$ cat config.mk
export PLATFORM = sky130hd
export DESIGN_NAME = tccc_top
export DESIGN_NICKNAME = d
export VERILOG_FILES = /design/src/shared/tccc_pkg.sv /design/src/hw/tccc_top.sv
export SDC_FILE = /design/constraint.sdc
export NUM_CORES = 1
export LEC_CHECK = 0
export ABC_AREA = 1
export BUFFER_PORTS_ARGS = -buffer_cell sky130_fd_sc_hd__buf_2
export CAP_MARGIN = 5
export CORE_MARGIN = 2
export CORE_UTILIZATION = 50
export DETAILED_ROUTE_END_ITERATION = 16
export PLACE_DENSITY_LB_ADDON = 0.3
export SLEW_MARGIN = 20
export SYNTH_ARGS = -nofsm -noshare
export SYNTH_HDL_FRONTEND = slang
export SYNTH_SLANG_ARGS = --single-unit
$ cat constraint.sdc
create_clock -name clk_sys_i -period 2.85 [get_ports clk_sys_i]
set_clock_uncertainty 0.2 [all_clocks]
set_input_delay 0.1425 -clock clk_sys_i [delete_from_list [all_inputs] [get_ports clk_sys_i]]
set_output_delay 0.1425 -clock clk_sys_i [all_outputs]
set_load 0.01 [all_outputs]
$ cat src/shared/tccc_pkg.sv
// Functional notes
// - input select picks first, second, low, high
// - sync bit samples capture on timer clock
// - control bit 3 shows selected input level
// - output mode 0 follows output level bit
// - channel irq enable gates channel flag request
// - overflow bit sticky, cleared by writing zero
// - vector 16-bit read-only, code in bits 3:1
// - priority channel 1,2,3,4 then counter overflow
package tccc_pkg;
    localparam int NCH = 5;
    localparam int DW = 16;
    localparam int AW = 4;
    // register map, word addresses
    localparam logic [AW-1:0] ADDR_CTL0 = 4'h0;
    localparam logic [AW-1:0] ADDR_REG0 = 4'h5;
    localparam logic [AW-1:0] ADDR_VEC = 4'ha;
    localparam logic [AW-1:0] ADDR_OVF = 4'hb;
    localparam logic [AW-1:0] ADDR_IST = 4'hc;
    localparam logic [AW-1:0] ADDR_IMSK = 4'hd;
    localparam int NEV = NCH + 1;
    localparam logic [DW-1:0] CTL_WMASK = 16'hf9f7;
    localparam logic [DW-1:0] CTL_RST = 16'h0000;
    localparam logic [2:0] VEC_NONE = 3'h0;
    localparam logic [2:0] VEC_OVF = 3'h5;
    localparam logic [1:0] SEL_FIRST = 2'h0;
    localparam logic [1:0] SEL_SECOND = 2'h1;
    localparam logic [1:0] SEL_LOW = 2'h2;
    localparam logic [1:0] EDGE_NONE = 2'h0;
    localparam logic [1:0] EDGE_RISE = 2'h1;
    localparam logic [1:0] EDGE_FALL = 2'h2;
    typedef struct packed {
        logic [1:0] capture_edge_select;
        logic [1:0] capture_input_select;
        logic sync_capture;
        logic latched_input_copy;
        logic unused9;
        logic capture_not_compare;
        logic [2:0] output_waveform_select;
        logic channel_irq_enable;
        logic input_level_view;
        logic out_level;
        logic capture_overflow;
        logic channel_irq_flag;
    } tccc_ctl_s;
    typedef struct packed {
        logic [AW-1:0] addr;
        logic [DW-1:0] wdata;
        logic wr;
        logic rd;
    } tccc_bus_s;
endpackage : tccc_pkg

$ cat src/hw/tccc_top.sv
// Local design decisions: strobed register access and the address map.
`timescale 1ns/10ps
`default_nettype none
module tccc_top (
    // clock, reset
    input wire logic clk_sys_i,
    input wire logic nrst_i,
    // register port
    input wire tccc_pkg::tccc_bus_s bus_i,
    output logic [tccc_pkg::DW-1:0] rdata_o,
    // timer side
    input wire logic [tccc_pkg::DW-1:0] count_i,
    input wire logic counter_overflow_i,
    input wire logic [tccc_pkg::NCH-1:0] compare_equal_signal_i,
    input wire logic [tccc_pkg::NCH-1:0] capture_input_first_i,
    input wire logic [tccc_pkg::NCH-1:0] capture_input_second_i,
    // outputs
    output logic [tccc_pkg::NCH-1:0] chan_out_o,
    output logic [tccc_pkg::NCH-1:0] chan_irq_o,
    output logic irq_o
);
    import tccc_pkg::*;

    tccc_ctl_s ctl_reg [NCH];
    logic [DW-1:0] ccr_reg [NCH];
    logic ovf_flag_reg;
    logic ovf_ie_reg;
    logic [NEV-1:0] ist_reg;
    logic [NEV-1:0] imsk_reg;
    logic [NCH-1:0] sync1_reg;
    logic [NCH-1:0] sync2_reg;
    logic [NCH-1:0] prev_reg;
    logic [NCH-1:0] sel_in;
    logic [NCH-1:0] cap_in;
    logic [NCH-1:0] cap_ev;
    logic [NCH-1:0] chan_pend;
    logic [2:0] vec_code;
    logic vec_rd;

    function automatic logic is_wr(input tccc_bus_s b, input logic [AW-1:0] a);
        return b.wr && (b.addr == a);
    endfunction : is_wr

    // register addresses of channel i
    function automatic logic [AW-1:0] ctl_addr(input int i);
        return AW'(ADDR_CTL0 + AW'(i));
    endfunction : ctl_addr

    function automatic logic [AW-1:0] ccr_addr(input int i);
        return AW'(ADDR_REG0 + AW'(i));
    endfunction : ccr_addr

    ////////////////////////////////////////////////////////////////////////
    // input selection and capture detection
    always_comb begin
        for (int i = 0; i < NCH; i++) begin
            unique case (ctl_reg[i].capture_input_select)
                SEL_FIRST: sel_in[i] = capture_input_first_i[i];
                SEL_SECOND: sel_in[i] = capture_input_second_i[i];
                SEL_LOW: sel_in[i] = 1'b0;
                default: sel_in[i] = 1'b1;
            endcase
            // async mode takes the raw pin, sync mode the resampled one
            cap_in[i] = ctl_reg[i].sync_capture ? sync2_reg[i] : sel_in[i];
            unique case (ctl_reg[i].capture_edge_select)
                EDGE_NONE: cap_ev[i] = 1'b0;
                EDGE_RISE: cap_ev[i] = cap_in[i] & ~prev_reg[i];
                EDGE_FALL: cap_ev[i] = ~cap_in[i] & prev_reg[i];
                default: cap_ev[i] = cap_in[i] ^ prev_reg[i];
            endcase
            cap_ev[i] = cap_ev[i] & ctl_reg[i].capture_not_compare;
        end
    end

    always_ff @(posedge clk_sys_i) begin
        if (!nrst_i) begin
            sync1_reg <= '0;
            sync2_reg <= '0;
            prev_reg <= '0;
        end else begin
            sync1_reg <= sel_in;
            sync2_reg <= sync1_reg;
            prev_reg <= cap_in;
        end
    end

    ////////////////////////////////////////////////////////////////////////
    // interrupt vector
    always_comb begin
        for (int i = 0; i < NCH; i++) begin
            chan_pend[i] = ctl_reg[i].channel_irq_flag
                & ctl_reg[i].channel_irq_enable;
        end
    end

    always_comb begin
        vec_code = VEC_NONE;
        if (ovf_flag_reg && ovf_ie_reg) vec_code = VEC_OVF;
        for (int i = NCH - 1; i >= 1; i--) begin
            if (chan_pend[i]) vec_code = 3'(i);
        end
    end
    assign vec_rd = bus_i.rd && (bus_i.addr == ADDR_VEC);

    ////////////////////////////////////////////////////////////////////////
    // channel control and capture registers
    always_ff @(posedge clk_sys_i) begin
        if (!nrst_i) begin
            for (int i = 0; i < NCH; i++) begin
                ctl_reg[i] <= CTL_RST;
                ccr_reg[i] <= '0;
            end
        end else begin
            for (int i = 0; i < NCH; i++) begin
                if (is_wr(bus_i, ctl_addr(i))) begin
                    // read-only bits keep their state across a write
                    ctl_reg[i] <= (bus_i.wdata & CTL_WMASK)
                        | (ctl_reg[i] & ~CTL_WMASK);
                    // overflow clears only by writing zero
                    ctl_reg[i].capture_overflow <= ctl_reg[i].capture_overflow
                        & bus_i.wdata[1];
                end
                if (is_wr(bus_i, ccr_addr(i)))
                    ccr_reg[i] <= bus_i.wdata;
                if (vec_rd && vec_code == 3'(i) && i != 0)
                    ctl_reg[i].channel_irq_flag <= 1'b0;
                if (!ctl_reg[i].capture_not_compare && compare_equal_signal_i[i])
                    ctl_reg[i].channel_irq_flag <= 1'b1;
                if (cap_ev[i]) begin
                    ccr_reg[i] <= count_i;
                    ctl_reg[i].latched_input_copy <= cap_in[i];
                    ctl_reg[i].channel_irq_flag <= 1'b1;
                    if (ctl_reg[i].channel_irq_flag)
                        ctl_reg[i].capture_overflow <= 1'b1;
                end
                ctl_reg[i].input_level_view <= cap_in[i];
                ctl_reg[i].unused9 <= 1'b0;
            end
        end
    end

    always_ff @(posedge clk_sys_i) begin
        if (!nrst_i) begin
            ovf_flag_reg <= 1'b0;
            ovf_ie_reg <= 1'b0;
        end else begin
            if (is_wr(bus_i, ADDR_OVF)) begin
                ovf_flag_reg <= bus_i.wdata[0];
                ovf_ie_reg <= bus_i.wdata[1];
            end else if (vec_rd && vec_code == VEC_OVF) begin
                ovf_flag_reg <= 1'b0;
            end
            if (counter_overflow_i) ovf_flag_reg <= 1'b1;
        end
    end

    ////////////////////////////////////////////////////////////////////////
    // sticky event status and mask
    always_ff @(posedge clk_sys_i) begin
        if (!nrst_i) begin
            ist_reg <= '0;
            imsk_reg <= '0;
        end else begin
            if (is_wr(bus_i, ADDR_IMSK)) imsk_reg <= bus_i.wdata[NEV-1:0];
            // set wins over write-one-to-clear
            ist_reg <= (ist_reg & ~({NEV{is_wr(bus_i, ADDR_IST)}}
                & bus_i.wdata[NEV-1:0])) | {counter_overflow_i, cap_ev};
        end
    end

    ////////////////////////////////////////////////////////////////////////
    // outputs and read data
    always_ff @(posedge clk_sys_i) begin
        if (!nrst_i) begin
            chan_out_o <= '0;
            chan_irq_o <= '0;
            irq_o <= 1'b0;
            rdata_o <= '0;
        end else begin
            for (int i = 0; i < NCH; i++) begin
                chan_out_o[i] <= ctl_reg[i].out_level;
                chan_irq_o[i] <= ctl_reg[i].channel_irq_flag
                    & ctl_reg[i].channel_irq_enable;
            end
            irq_o <= |(ist_reg & imsk_reg);
            rdata_o <= '0;
            if (bus_i.rd) begin
                for (int i = 0; i < NCH; i++) begin
                    if (bus_i.addr == ctl_addr(i))
                        rdata_o <= ctl_reg[i];
                    if (bus_i.addr == ccr_addr(i))
                        rdata_o <= ccr_reg[i];
                end
                unique case (bus_i.addr)
                    ADDR_VEC: rdata_o <= {12'h000, vec_code, 1'b0};
                    ADDR_OVF: rdata_o <= {14'h0000, ovf_ie_reg, ovf_flag_reg};
                    ADDR_IST: rdata_o <= {10'h000, ist_reg};
                    ADDR_IMSK: rdata_o <= {10'h000, imsk_reg};
                    default: ;
                endcase
            end
        end
    end

    ////////////////////////////////////////////////////////////////////////
    // checks
    a_vec_format: assert property (@(posedge clk_sys_i) disable iff (!nrst_i)
        $past(vec_rd) |-> rdata_o[15:4] == '0 && !rdata_o[0])
        else $error("vector reserved bits set");
    a_ovf_sticky: assert property (@(posedge clk_sys_i) disable iff (!nrst_i)
        ctl_reg[1].capture_overflow && !is_wr(bus_i, ADDR_CTL0 + 4'h1)
        |=> ctl_reg[1].capture_overflow)
        else $error("overflow cleared by itself");
    a_cap_copy: assert property (@(posedge clk_sys_i) disable iff (!nrst_i)
        cap_ev[1] |=> ccr_reg[1] == $past(count_i)
        && ctl_reg[1].channel_irq_flag)
        else $error("capture did not copy count");
    a_out_follow: assert property (@(posedge clk_sys_i) disable iff (!nrst_i)
        ##1 chan_out_o[2] == $past(ctl_reg[2].out_level))
        else $error("output does not follow level");
    a_irq_gate: assert property (@(posedge clk_sys_i) disable iff (!nrst_i)
        !ctl_reg[1].channel_irq_enable |=> !chan_irq_o[1])
        else $error("irq not gated");
    a_vec_prio: assert property (@(posedge clk_sys_i) disable iff (!nrst_i)
        ctl_reg[1].channel_irq_flag && ctl_reg[1].channel_irq_enable
        |-> vec_code == 3'h1)
        else $error("vector priority wrong");
    a_vec_clear: assert property (@(posedge clk_sys_i) disable iff (!nrst_i)
        vec_rd && vec_code == 3'h2 && !cap_ev[2] && !compare_equal_signal_i[2]
        |=> !ctl_reg[2].channel_irq_flag)
        else $error("vector read did not clear flag");
    a_level_view: assert property (@(posedge clk_sys_i) disable iff (!nrst_i)
        ##1 ctl_reg[0].input_level_view == $past(cap_in[0]))
        else $error("input level view stale");
    a_sel_low: assert property (@(posedge clk_sys_i) disable iff (!nrst_i)
        ctl_reg[3].capture_input_select == SEL_LOW |-> !sel_in[3])
        else $error("low select not low");
    a_sync_delay: assert property (@(posedge clk_sys_i) disable iff (!nrst_i)
        ##2 sync2_reg[0] == $past(sel_in[0], 2))
        else $error("sync chain wrong");
    a_ro_bit9: assert property (@(posedge clk_sys_i) disable iff (!nrst_i)
        !ctl_reg[0].unused9)
        else $error("bit 9 set");
    // per-channel routing and capture path
    a_sel_first: assert property (@(posedge clk_sys_i) disable iff (!nrst_i)
        ctl_reg[1].capture_input_select == SEL_FIRST
        |-> sel_in[1] == capture_input_first_i[1])
        else $error("first input not routed");
    a_sel_second: assert property (@(posedge clk_sys_i) disable iff (!nrst_i)
        ctl_reg[2].capture_input_select == SEL_SECOND
        |-> sel_in[2] == capture_input_second_i[2])
        else $error("second input not routed");
    a_sel_high: assert property (@(posedge clk_sys_i) disable iff (!nrst_i)
        &ctl_reg[4].capture_input_select
        |-> sel_in[4])
        else $error("high select not high");
    a_sync_path: assert property (@(posedge clk_sys_i) disable iff (!nrst_i)
        ctl_reg[1].sync_capture
        |-> cap_in[1] == sync2_reg[1])
        else $error("sync capture not resampled");
    a_async_path: assert property (@(posedge clk_sys_i) disable iff (!nrst_i)
        !ctl_reg[1].sync_capture
        |-> cap_in[1] == sel_in[1])
        else $error("async capture not direct");
    a_ovf_set: assert property (@(posedge clk_sys_i) disable iff (!nrst_i)
        cap_ev[2] && ctl_reg[2].channel_irq_flag
        |=> ctl_reg[2].capture_overflow)
        else $error("overflow not set");
    a_out_low: assert property (@(posedge clk_sys_i) disable iff (!nrst_i)
        !ctl_reg[4].out_level
        |=> !chan_out_o[4])
        else $error("output not low");
    // interrupt request and vector
    a_irq_pass: assert property (@(posedge clk_sys_i) disable iff (!nrst_i)
        chan_pend[1]
        |=> chan_irq_o[1])
        else $error("enabled flag gives no request");
    a_vec_ovf: assert property (@(posedge clk_sys_i) disable iff (!nrst_i)
        ovf_flag_reg && ovf_ie_reg && !(|chan_pend[NCH-1:1])
        |-> vec_code == VEC_OVF)
        else $error("overflow not reported");
    a_vec_idle: assert property (@(posedge clk_sys_i) disable iff (!nrst_i)
        !(ovf_flag_reg && ovf_ie_reg) && !(|chan_pend[NCH-1:1])
        |-> vec_code == VEC_NONE)
        else $error("vector reports idle source");
    a_vec_range: assert property (@(posedge clk_sys_i) disable iff (!nrst_i)
        vec_code <= VEC_OVF)
        else $error("vector code reserved");
    a_ovf_drain: assert property (@(posedge clk_sys_i) disable iff (!nrst_i)
        vec_rd && vec_code == VEC_OVF && !counter_overflow_i
        && !is_wr(bus_i, ADDR_OVF) |=> !ovf_flag_reg)
        else $error("vector read kept overflow");
    a_status_set: assert property (@(posedge clk_sys_i) disable iff (!nrst_i)
        cap_ev[3]
        |=> ist_reg[3])
        else $error("status bit not set");
    a_irq_level: assert property (@(posedge clk_sys_i) disable iff (!nrst_i)
        |(ist_reg & imsk_reg)
        |=> irq_o)
        else $error("level interrupt missing");
    c_capture: cover property (@(posedge clk_sys_i) cap_ev[1]);
    c_overflow: cover property (@(posedge clk_sys_i)
        cap_ev[1] && ctl_reg[1].channel_irq_flag);
    c_vec_read: cover property (@(posedge clk_sys_i) vec_rd && vec_code != 0);
    c_irq: cover property (@(posedge clk_sys_i) irq_o);
endmodule : tccc_top
`default_nettype wire

* Yosys cells after proc, flatten, opt, wreduce, memory -nomap -nowiden
Memory sizes are Yosys's and may differ from the RTL's.
Cells that the tools add are included.
** Storage, ports and cells
- Flip-flop bits (word level) :: 56
- RAM bits :: 160
- Input bits :: 56
- Output and inout bits :: 27
- Memories kept :: 2
** Memory list
- ccr_reg :: depth 5, bits a word 16, rd ports 5, clocked after Yosys merged registers in 0, wr ports 5, line tccc_top.sv:25 : logic [DW-1:0] ccr_reg [NCH];
- ctl_reg :: depth 5, bits a word 16, rd ports 5, clocked after Yosys merged registers in 0, wr ports 5, line tccc_top.sv:24 : tccc_ctl_s ctl_reg [NCH];
** Cells by class
- Equality and inequality tests :: 38
- Mux-type cells :: 182
- Bitwise gates (word level) :: 104
- Reduce and logical (&&, ||, !) cells :: 44
** Operators by type and width (number)
- $mux W16 :: 25
- $mux W1 :: 141
- $or A16 B11 Y16 :: 5
- $pmux W16 S4 :: 1
- $or A1 B1 Y1 :: 54
- $pmux W1 S3 :: 10
- $and A1 B1 Y1 :: 25
- $logic_and A1 B1 Y1 :: 25
- $eq A4 B4 Y1 const B :: 6
- $eq A2 B1 Y1 const B :: 10
- $eq A2 B2 Y1 const B :: 10
- $logic_not A2 Y1 :: 10
- $and A6 B6 Y6 :: 3
- $eq A4 B3 Y1 const B :: 4
- $mux W3 :: 5
- $not A1 Y1 :: 10
- $eq A4 B2 Y1 const B :: 2
- $eq A3 B2 Y1 const B :: 2
- $eq A3 B3 Y1 const B :: 2
- $not A6 Y6 :: 1
- $or A6 B6 Y6 :: 1
- $reduce_or A6 Y1 :: 1
- $logic_not A1 Y1 :: 5
- $xor A1 B1 Y1 :: 5
- 5 further kinds :: 5

* Logic depth before layout (Yosys ltp)
Gate-level depths: netlist (run 1).
- Depth after elaboration :: 14
- Gate-level depth with buffers :: 18
- Gate-level depth less buffers :: 17

* Least setup slack after synthesis (run 1)
OpenSTA, ideal clock, no wires.
- Path type :: register -> register
- From :: memory ctl_reg[4][13] in the netlist's numbering
- To :: memory ccr_reg[4][0], enable pin
- Library setup time :: 0.417 ns
- Arrival :: 2.211 ns
- Data required time :: 2.233 ns
- Path slack :: 0.023 ns
- Cell stages (with the launch flop) :: 14
- Path buffers :: 1
- Clock period less this slack :: 2.827 ns
- Cells stage by stage :: edfxtp_1 nor2_1 nor2_1 a31oi_1 nand2_1 o21ai_1 inv_1 ha_1 nand3_1 nand2_1 inv_1 nand3_1 clkbuf_1 nand3_1
** RTL lines (line)
- start: declaration :: tccc_top.sv:24
- end: declaration :: tccc_top.sv:25

==> out/qor.csv, run 1 <==
metric,value,unit
GPL Wtd Cong,0.958,
sequential cell area fraction in the yosys report,54.7,%
number of buffers created by CTS,23,
Worst Setup Start Kind,flop,
worst vdd ir,0.446,mV
Die X,149,µm
fill count,1782,
Port Buffers,82,
ANT nets after route,0,
footprint of the multi-input gates,3790,µm²
Tmin final,2.77,ns
largest net degree at the start of global routing,34,
"Core Util, Final",63.4,%
Worst EP arrival,2.85,ns
Die ar.,22300,µm²
"EDFF count, synth",155,
ant diodes,0,
Core Region,20900,µm²
vias in the first global route,8882,
Critical Path End Type,flop,
Final setup viols,0,
cell accounting for the most synthesized area,edfxtp_1,
clock sinks,211,
placed cells,1658,
fraction of registers with async set/reset,0,%
setup tns final,0,ns
PwrDens,621,nW/µm²
detailed placement HPWL,22600,µm
status,completed,
WP data required,2.94,ns
H-tree depth,1,
via/cell ratio,5.40,
CP Class,reg2reg,
Slew Limit Fails,0,
DR pass1 iterations,6,
first-pass GRT wire length,48600,µm
fmax,361,MHz
Yosys cell types,35,
antenna violations before repair,0,
Slew @ Worst Pin,0.698,ns
Yosys Warn Count,0,
met1 usage,35.4,%
synthesized instance count,1286,
clk buf depth,3,
ys flop type,edfxtp_1,
met3 Use GR,4.40,%
total gr overflow,0,
crit share post-route,97.1,%
Fin. Hold Viols,0,
worst-skew pair later-pin latency,0.53,ns
RSZ-0062 raised after global routing,yes,
Residual DRC,0,
post-route setup slack,0.0825,ns
WL final,34300,µm
Max-Cap Viols,0,
DR iter-0 viols,1315,
Register Area,5780,µm²
Crit Path Max Fanout,26,
CTS tree,done,
syn_area_per_cell,8.20,µm²
global route hottest layer,met2,
GRT Overall Usage,29.0,%
mapped cell area,10600,µm²
max FFs per register,80,
# IOs,83,
layout cell share with drive strength beyond 1,18.0,%
GR Layer Usage met2,51.2,%
Rows,53,
Yosys top cell area share,44.1,%
drt wl/cell,19.4,µm
relative slew slack,53.4,%
clk root buf,clkbuf_16,
Hold WS,0.0377,ns
Post-Place Worst Slack,0.0775,ns
area growth from synthesis to layout,25.5,%
Area contributors post-synth,"edfxtp_1, nand2_1, dfxtp_1",
Final Instance Count excl. Fillers,1771,
nets,1545,
clock-pin transition on the worst setup and hold timing paths,0.06,ns
vias,9562,
Leak Pwr,0.00611,µW
Initial Util,50.5,%
register bit total from synthesis,211,
Hold Path Class,in2reg,
Die Ht,149,µm
path summary, 6_finish.rpt:
kind	slack, ns	startpoint	endpoint	cells past startpoint
min reg2reg	0.22	sync1_reg[0]	sync2_reg[0]	2
min	0.04	bus_i[21]	rdata_o[1]	7
max	0.08	ctl_reg[3][13]	ccr_reg[3][7]	17
max reg2reg	0.08	ctl_reg[3][13]	ccr_reg[3][7]	17
synth_stat cells, types with 5 or more instances:
master	number
a21oi_1	35
buf_1	7
buf_2	14
buf_6	6
clkbuf_1	14
dfxtp_1	56
edfxtp_1	155
ha_1	10
inv_1	219
nand2_1	360
nand3_1	81
nand4_1	17
nor2_1	109
nor2_2	39
o211ai_1	5
o21ai_0	117
critical path, cell delays in order (launching register included):
cell and delay [ns]:
edfxtp_1 0.41, nor2_1 0.12, nand2_1 0.05, o21ai_0 0.11, nand2_1 0.10, o21ai_1 0.15
inv_1 0.08, ha_1 0.29, nand3_1 0.08, nand3_2 0.11, nor2_2 0.04, inv_1 0.06
o21ai_1 0.09, nor2_2 0.15, nand2_4 0.08, inv_6 0.12, buf_12 0.19, nor2_1 0.07
power by group:
group | leakage (µW) | internal [µW] | switching (µW)
sequential | 0.00203 | 3690 | 132
clock | 0.000383 | 1760 | 1280
combinational | 0.00369 | 494 | 875
logic make-up after synthesis:
logic type,count (synthesis),synth area share [%]
fa+ha+maj,10,1.19
compound gates,175,8.75
other cells,1,0.0355
buf+inv,268,10.2
simple gates,621,25.1
flops,211,54.7
final cells by class:
| class | instances | share of cell area, % |
|---|---|---|
| sequential | 211 | 43.6 |
| clock buffer | 29 | 4.73 |
| clock inverter | 13 | 1.04 |
| inverter | 225 | 6.47 |
| tap | 275 | 2.60 |
| timing repair buffer | 207 | 12.9 |
| multi-input combinational | 811 | 28.6 |
metrics by stage:
stage	area, µm²	power [µW]
floorplan	10600	4550
global placement	11600	4990
detailed placement	11600	5020
CTS	12900	8070
global route	13200	8490
finish	13200	8230
repair_timing:
item | 4_1_cts | 5_1_grt
endpoints found under the setup margin | 0 | 119
buffers inserted | 0 | 6
resized for setup | 0 | 42
hold endpoints to repair | 169 | 0
hold buffers | 57 | 0
layout by cell type (no fill, tap or decap), types with 4 or more instances in the layout:
cell type      Yosys  routed
a21oi_1           35      34
buf_12             0       6
buf_2             14      82
buf_4              1      50
buf_6              6       5
clkbuf_16          0      29
clkinv_2           0       7
conb_1             1       5
dfxtp_1           56      56
dlygate4sd3_1      0      57
edfxtp_1         155     155
ha_1              10       9
inv_1            219     213
inv_2              4       8
nand2_1          360     358
nand2_2            4       6
nand3_1           81      76
nand3_2            2       7
nand4_1           17      17
nor2_1           109     106
nor2_2            39      42
nor2_4             4       4
o211ai_1           5       5
o21ai_0          117     103
o21ai_1            3      14
per-layer routing:
metal	vias to the layer above	part of all wire, %	wire length, µm
met4	0	5.2	1790
li1	4487	-	-
met3	136	10	3560
met5	-	0	0
met1	4372	36	12400
met2	567	48	16600
No activity file was read; power rests on OpenSTA's default activity.
==> run 2: changes to the inputs <==
==> constraint.sdc (replaced) <==
create_clock -name clk_sys_i -period 2.4 [get_ports clk_sys_i]
set_clock_uncertainty 0.2 [all_clocks]
set_input_delay 0.12 -clock clk_sys_i [delete_from_list [all_inputs] [get_ports clk_sys_i]]
set_output_delay 0.12 -clock clk_sys_i [all_outputs]
set_load 0.01 [all_outputs]
==> out/qor.csv, run 2 (synthesis results as in run 1) <==
metric,value,unit
hold path endpoint,prev_reg[0],
Hold WS,0.0140,ns
antenna violations before repair,0,
status,"finished, violations left",
Die ar.,22300,µm²
# IOs,83,
most frequent cells in the layout,"nand2_1, inv_1, edfxtp_1",
Slew Limit Fails,0,
WHS Path Cells,7,
crit-path cells,inv_2 -> nand2_2 -> nand2_2 -> o31ai_4 -> nand2_1 -> o21ai_2 -> inv_1 -> ha_1 -> nand3_1 -> nand2_1 -> inv_2 -> nand3_2 -> o211ai_1 -> nor2_4 -> nand2_8 -> clkinv_8 -> clkbuf_16 -> nor2_2,
DR iter-0 viols,1322,
max incr delay on CP,0.41,ns
"commonest non-fill, non-tap cell in the layout",nand2_1,
vias,9921,
largest net degree at the start of global routing,34,
via/cell ratio,5.46,
Initial Util,50.5,%
Residual DRC,0,
Port Buffers,82,
nets,1592,
relative slew slack,53.2,%
failing checks,negative setup slack,
CTS tree,done,
Slew @ Worst Pin,0.701,ns
DR pass1 iterations,6,
Crit Path Max Fanout,6,
Final setup viols,145,
Rows,53,
slowest cell on the critical path,edfxtp_1,
Critical Path End Type,flop,
first-pass GRT wire length,51000,µm
number of buffers created by CTS,23,
vias in the first global route,9141,
GRT Overall Usage,30.7,%
Worst Hold Launch,capture_input_second_i[0],
drt wl/cell,19.6,µm
Fin. Hold Viols,0,
Hold Path Class,in2reg,
Die X,149,µm
Core Region,20900,µm²
CP Class,reg2reg,
Die Ht,149,µm
"Core Util, Final",68.5,%
max FFs per register,80,
clk buf depth,3,
RSZ-0062 raised after global routing,yes,
worst-skew pair later-pin latency,0.53,ns
r2r setup slk,-0.30,ns
area growth from synthesis to layout,35.5,%
layout cell share with drive strength beyond 1,25.6,%
clock sinks,211,
worst vdd ir,0.680,mV
ant diodes,0,
Max-Cap Viols,0,
Leak Pwr,0.00658,µW
Tmin final,2.70,ns
GPL Wtd Cong,0.934,
clock-pin transition on the worst setup and hold timing paths,0.06,ns
detailed placement HPWL,23300,µm
PwrDens,698,nW/µm²
clk root buf,clkbuf_16,
Worst EP arrival,2.78,ns
ANT nets after route,0,
WP data required,2.48,ns
setup tns final,-28.08,ns
worst r2r dst,ccr_reg[1][2],
crit share post-route,112,%
Worst R2R Path Depth,18,
fmax,371,MHz
Post-Place Cell Area,12000,µm²
post-route setup slack,-0.297,ns
Worst Setup Start Kind,flop,
fin area,14300,µm²
origin of the critical flop-to-flop path,ctl_reg[2][13],
H-tree depth,1,
total gr overflow,0,
WL final,35600,µm
==> run 2: cell count changes in the layout (fill, tap and decap cells not counted), sizes merged <==
cell / previous run / this run
inv: 224 / 225
bufinv: 2 / 1
clkbuf: 35 / 36
clkinvlp: 3 / 0
clkinv: 9 / 11
nand3: 83 / 84
dlygate4sd3: 57 / 59
buf: 144 / 188
==> run 2: how the worst max path moves through the flow <==
stage	end	slack, ns	from
after CTS	ccr_reg[0][5]	-0.22	ctl_reg[2][13]
final	ccr_reg[1][2]	-0.30	ctl_reg[2][13]
after detailed placement	ccr_reg[3][11]	-0.23	ctl_reg[3][13]
after global routing	ccr_reg[1][2]	-0.44	ctl_reg[2][13]
after global placement	ccr_reg[0][4]	-0.16	ctl_reg[2][13]
after floorplan	ccr_reg[0][0]	-0.07	ctl_reg[0][13]
==> run 2: layout make-up <==
| cell class | instances | area (µm²) |
|---|---|---|
| Inverter | 225 | 882 |
| Tap cell | 275 | 344 |
| Fill cell | 1634 | 6590 |
| Sequential cell | 211 | 5780 |
| Timing Repair Buffer | 252 | 2340 |
| Clock buffer | 31 | 606 |
| Timing Repair inverter | 1 | 8.76 |
| Clock inverter | 11 | 91.3 |
| Multi-Input combinational cell | 812 | 4250 |
==> run 2: routing by layer <==
metal  vias to the layer above  GRT usage (%)  part of all wire [%]
met5                         -              0                     0
met4                         0           12.0                   5.8
met3                       152           4.65                   9.9
met2                       608           53.2                    49
met1                      4566           38.6                    36
li1                       4595              -                     -
==> run 2: where the power goes <==
| group | internal, µW | switching, µW |
|---|---|---|
| clock network | 1890 | 1470 |
| logic | 873 | 1200 |
| registers | 4380 | 172 |
==> run 2: through the flow <==
stage               worst slack, ns  power [µW]  cells
global route                 -0.443       10300   1818
finish                       -0.297        9990   1818
floorplan                   -0.0680        5440   1290
detailed placement           -0.232        6150   1687
CTS                          -0.217        9630   1797
global placement             -0.158        6110   1687
==> run 2: repair_timing <==
item | in CTS | in global routing
hold buffers | 59 | 0
buffers inserted | 3 | 17
pin swaps | 7 | 31
gates resized for setup | 22 | 151
endpoints found under the setup margin | 139 | 180
cloned | 6 | 6
hold endpoints to repair | 177 | 0
==> run 2: worst max-delay path, delay by kind of cell, from the launching register on <==
kind / cells / cell delay [ns]
buffers and inverters: 5 / 0.46
AO/OA/AOI/OAI: 3 / 0.29
AND/OR/NAND/NOR: 9 / 0.79
adder cells (fa/ha/maj): 1 / 0.28
flip-flops: 1 / 0.41
==> run 3: changes to the inputs <==
--- a/config.mk
+++ b/config.mk
@@ -6,11 +6,11 @@
 export NUM_CORES = 1
 export LEC_CHECK = 0
 export ABC_AREA = 1
-export BUFFER_PORTS_ARGS = -buffer_cell sky130_fd_sc_hd__buf_2
 export CAP_MARGIN = 5
 export CORE_MARGIN = 2
 export CORE_UTILIZATION = 50
 export DETAILED_ROUTE_END_ITERATION = 16
+export DONT_BUFFER_PORTS = 1
 export PLACE_DENSITY_LB_ADDON = 0.3
 export SLEW_MARGIN = 20
 export SYNTH_ARGS = -nofsm -noshare
==> out/qor.csv, run 3 (synthesis results as in run 1) <==
metric,value,unit
Residual DRC,0,
Worst EP arrival,2.86,ns
Port Buffers,0,
placed cells,1596,
Die X,149,µm
setup tns final,-35.14,ns
ANT nets after route,0,
WL final,36500,µm
footprint of the multi-input gates,4060,µm²
CP Class,reg2reg,
GPL Wtd Cong,0.911,
Core Region,20900,µm²
Critical Path End Type,flop,
Final setup viols,139,
DR pass1 iterations,6,
Worst Hold Launch,bus_i[19],
number of buffers created by CTS,23,
PwrDens,721,nW/µm²
Initial Util,50.5,%
DR iter-0 viols,1051,
Hold WS,-0.00522,ns
first-pass GRT wire length,52100,µm
Crit Path Max Fanout,12,
Leak Pwr,0.00632,µW
fin area,14100,µm²
clock-pin transition on the worst setup and hold timing paths,0.06,ns
RSZ-0062 raised after global routing,yes,
Worst Setup Start Kind,flop,
Tmin final,2.79,ns
antenna violations before repair,0,
fmax,359,MHz
worst-skew pair later-pin latency,0.53,ns
nets,1538,
relative slew slack,56.5,%
r2r setup slk,-0.39,ns
CTS tree,done,
hold path endpoint,rdata_o[9],
fill count,1598,
area growth from synthesis to layout,33.4,%
Rows,53,
total gr overflow,0,
vias in the first global route,9340,
status,"finished, violations left",
post-route setup slack,-0.386,ns
Die Ht,149,µm
Die ar.,22300,µm²
Hold Path Class,in2reg,
Worst R2R Path Depth,14,
clk root buf,clkbuf_16,
"Core Util, Final",67.4,%
Slew Limit Fails,0,
largest net degree at the start of global routing,34,
worst r2r dst,ccr_reg[3][4],
ant diodes,0,
drt wl/cell,20.7,µm
vias,9784,
Fin. Hold Viols,1,
Post-Place Cell Area,11400,µm²
clock sinks,211,
clk buf depth,3,
GRT Overall Usage,31.3,%
Final Instance Count excl. Fillers,1764,
Slew @ Worst Pin,0.652,ns
Register Area,5780,µm²
origin of the critical flop-to-flop path,ctl_reg[2][13],
crit share post-route,116,%
worst vdd ir,0.498,mV
"commonest non-fill, non-tap cell in the layout",nand2_1,
failing checks,"negative hold slack, negative setup slack",
most frequent cells in the layout,"nand2_1, inv_1, edfxtp_1",
WHS Path Cells,6,
max FFs per register,80,
via/cell ratio,5.55,
layout cell share with drive strength beyond 1,18.9,%
Max-Cap Viols,0,
detailed placement HPWL,22600,µm
WP data required,2.48,ns
H-tree depth,1,
# IOs,83,
[run 3: what timing repair did]
action,4_1_cts,5_1_grt
pin swaps,4,20
hold endpoints to repair,330,1
resized for setup,50,74
setup buffers,19,16
cloned,5,11
hold buffers,82,1
endpoints found under the setup margin,155,196
[run 3: worst max-delay path: stages (launching register included)]
cell	delay (ns)
edfxtp_1	0.43
o31ai_4	0.27
nand2_1	0.11
o21ai_2	0.09
inv_1	0.06
ha_1	0.18
nand2_1	0.09
o211ai_1	0.17
nand3_2	0.13
o211ai_1	0.15
nor2_2	0.18
nand2_4	0.14
clkinv_8	0.13
buf_12	0.15
nor2_1	0.05
[run 3: routing by layer]
| metal | global-route usage [%] | routed length [µm] |
|---|---|---|
| met1 | 39.0 | 13200 |
| met2 | 53.4 | 17300 |
| met3 | 4.95 | 3680 |
| met4 | 14.7 | 2360 |
| met5 | 0 | 43 |
[run 3: worst max path at each step]
stage / from / endpoint / slack [ns] / cells past startpoint
floorplan: ctl_reg[0][13] / ccr_reg[0][0] / -0.07 / 16
global placement: ctl_reg[3][12] / ccr_reg[3][11] / -0.23 / 15
detailed placement: ctl_reg[2][13] / ccr_reg[0][6] / -0.28 / 15
CTS: ctl_reg[2][13] / ccr_reg[3][11] / -0.25 / 15
global route: ctl_reg[2][13] / ccr_reg[4][2] / -0.49 / 17
finish: ctl_reg[2][13] / ccr_reg[3][4] / -0.39 / 14
[run 3: cell type report]
cell class / instances / area share (%)
clock buffer: 32 / 4.47
clock inverter: 10 / 0.942
inverter: 225 / 6.28
multi-input combinational: 811 / 28.8
sequential: 211 / 41.0
tap: 275 / 2.44
timing repair buffer: 199 / 15.9
timing repair inverter: 1 / 0.0622
[run 3: where the power goes]
| part | switching [µW] | internal [µW] | total, µW | leakage [µW] |
|---|---|---|---|---|
| clock network | 1490 | 2160 | 3640 | 0.000377 |
| logic | 1130 | 819 | 1950 | 0.00391 |
| registers | 181 | 4380 | 4560 | 0.00203 |
[run 3: through the flow]
step,setup WS (ns),power (µW),hold WS (ns)
after CTS,-0.246,9850,-0.00322
after floorplan,-0.0680,5440,0.0525
after detailed placement,-0.284,5920,0.0300
final,-0.386,10200,-0.00522
after global routing,-0.490,10500,0.00981
after global placement,-0.234,5880,0.0245
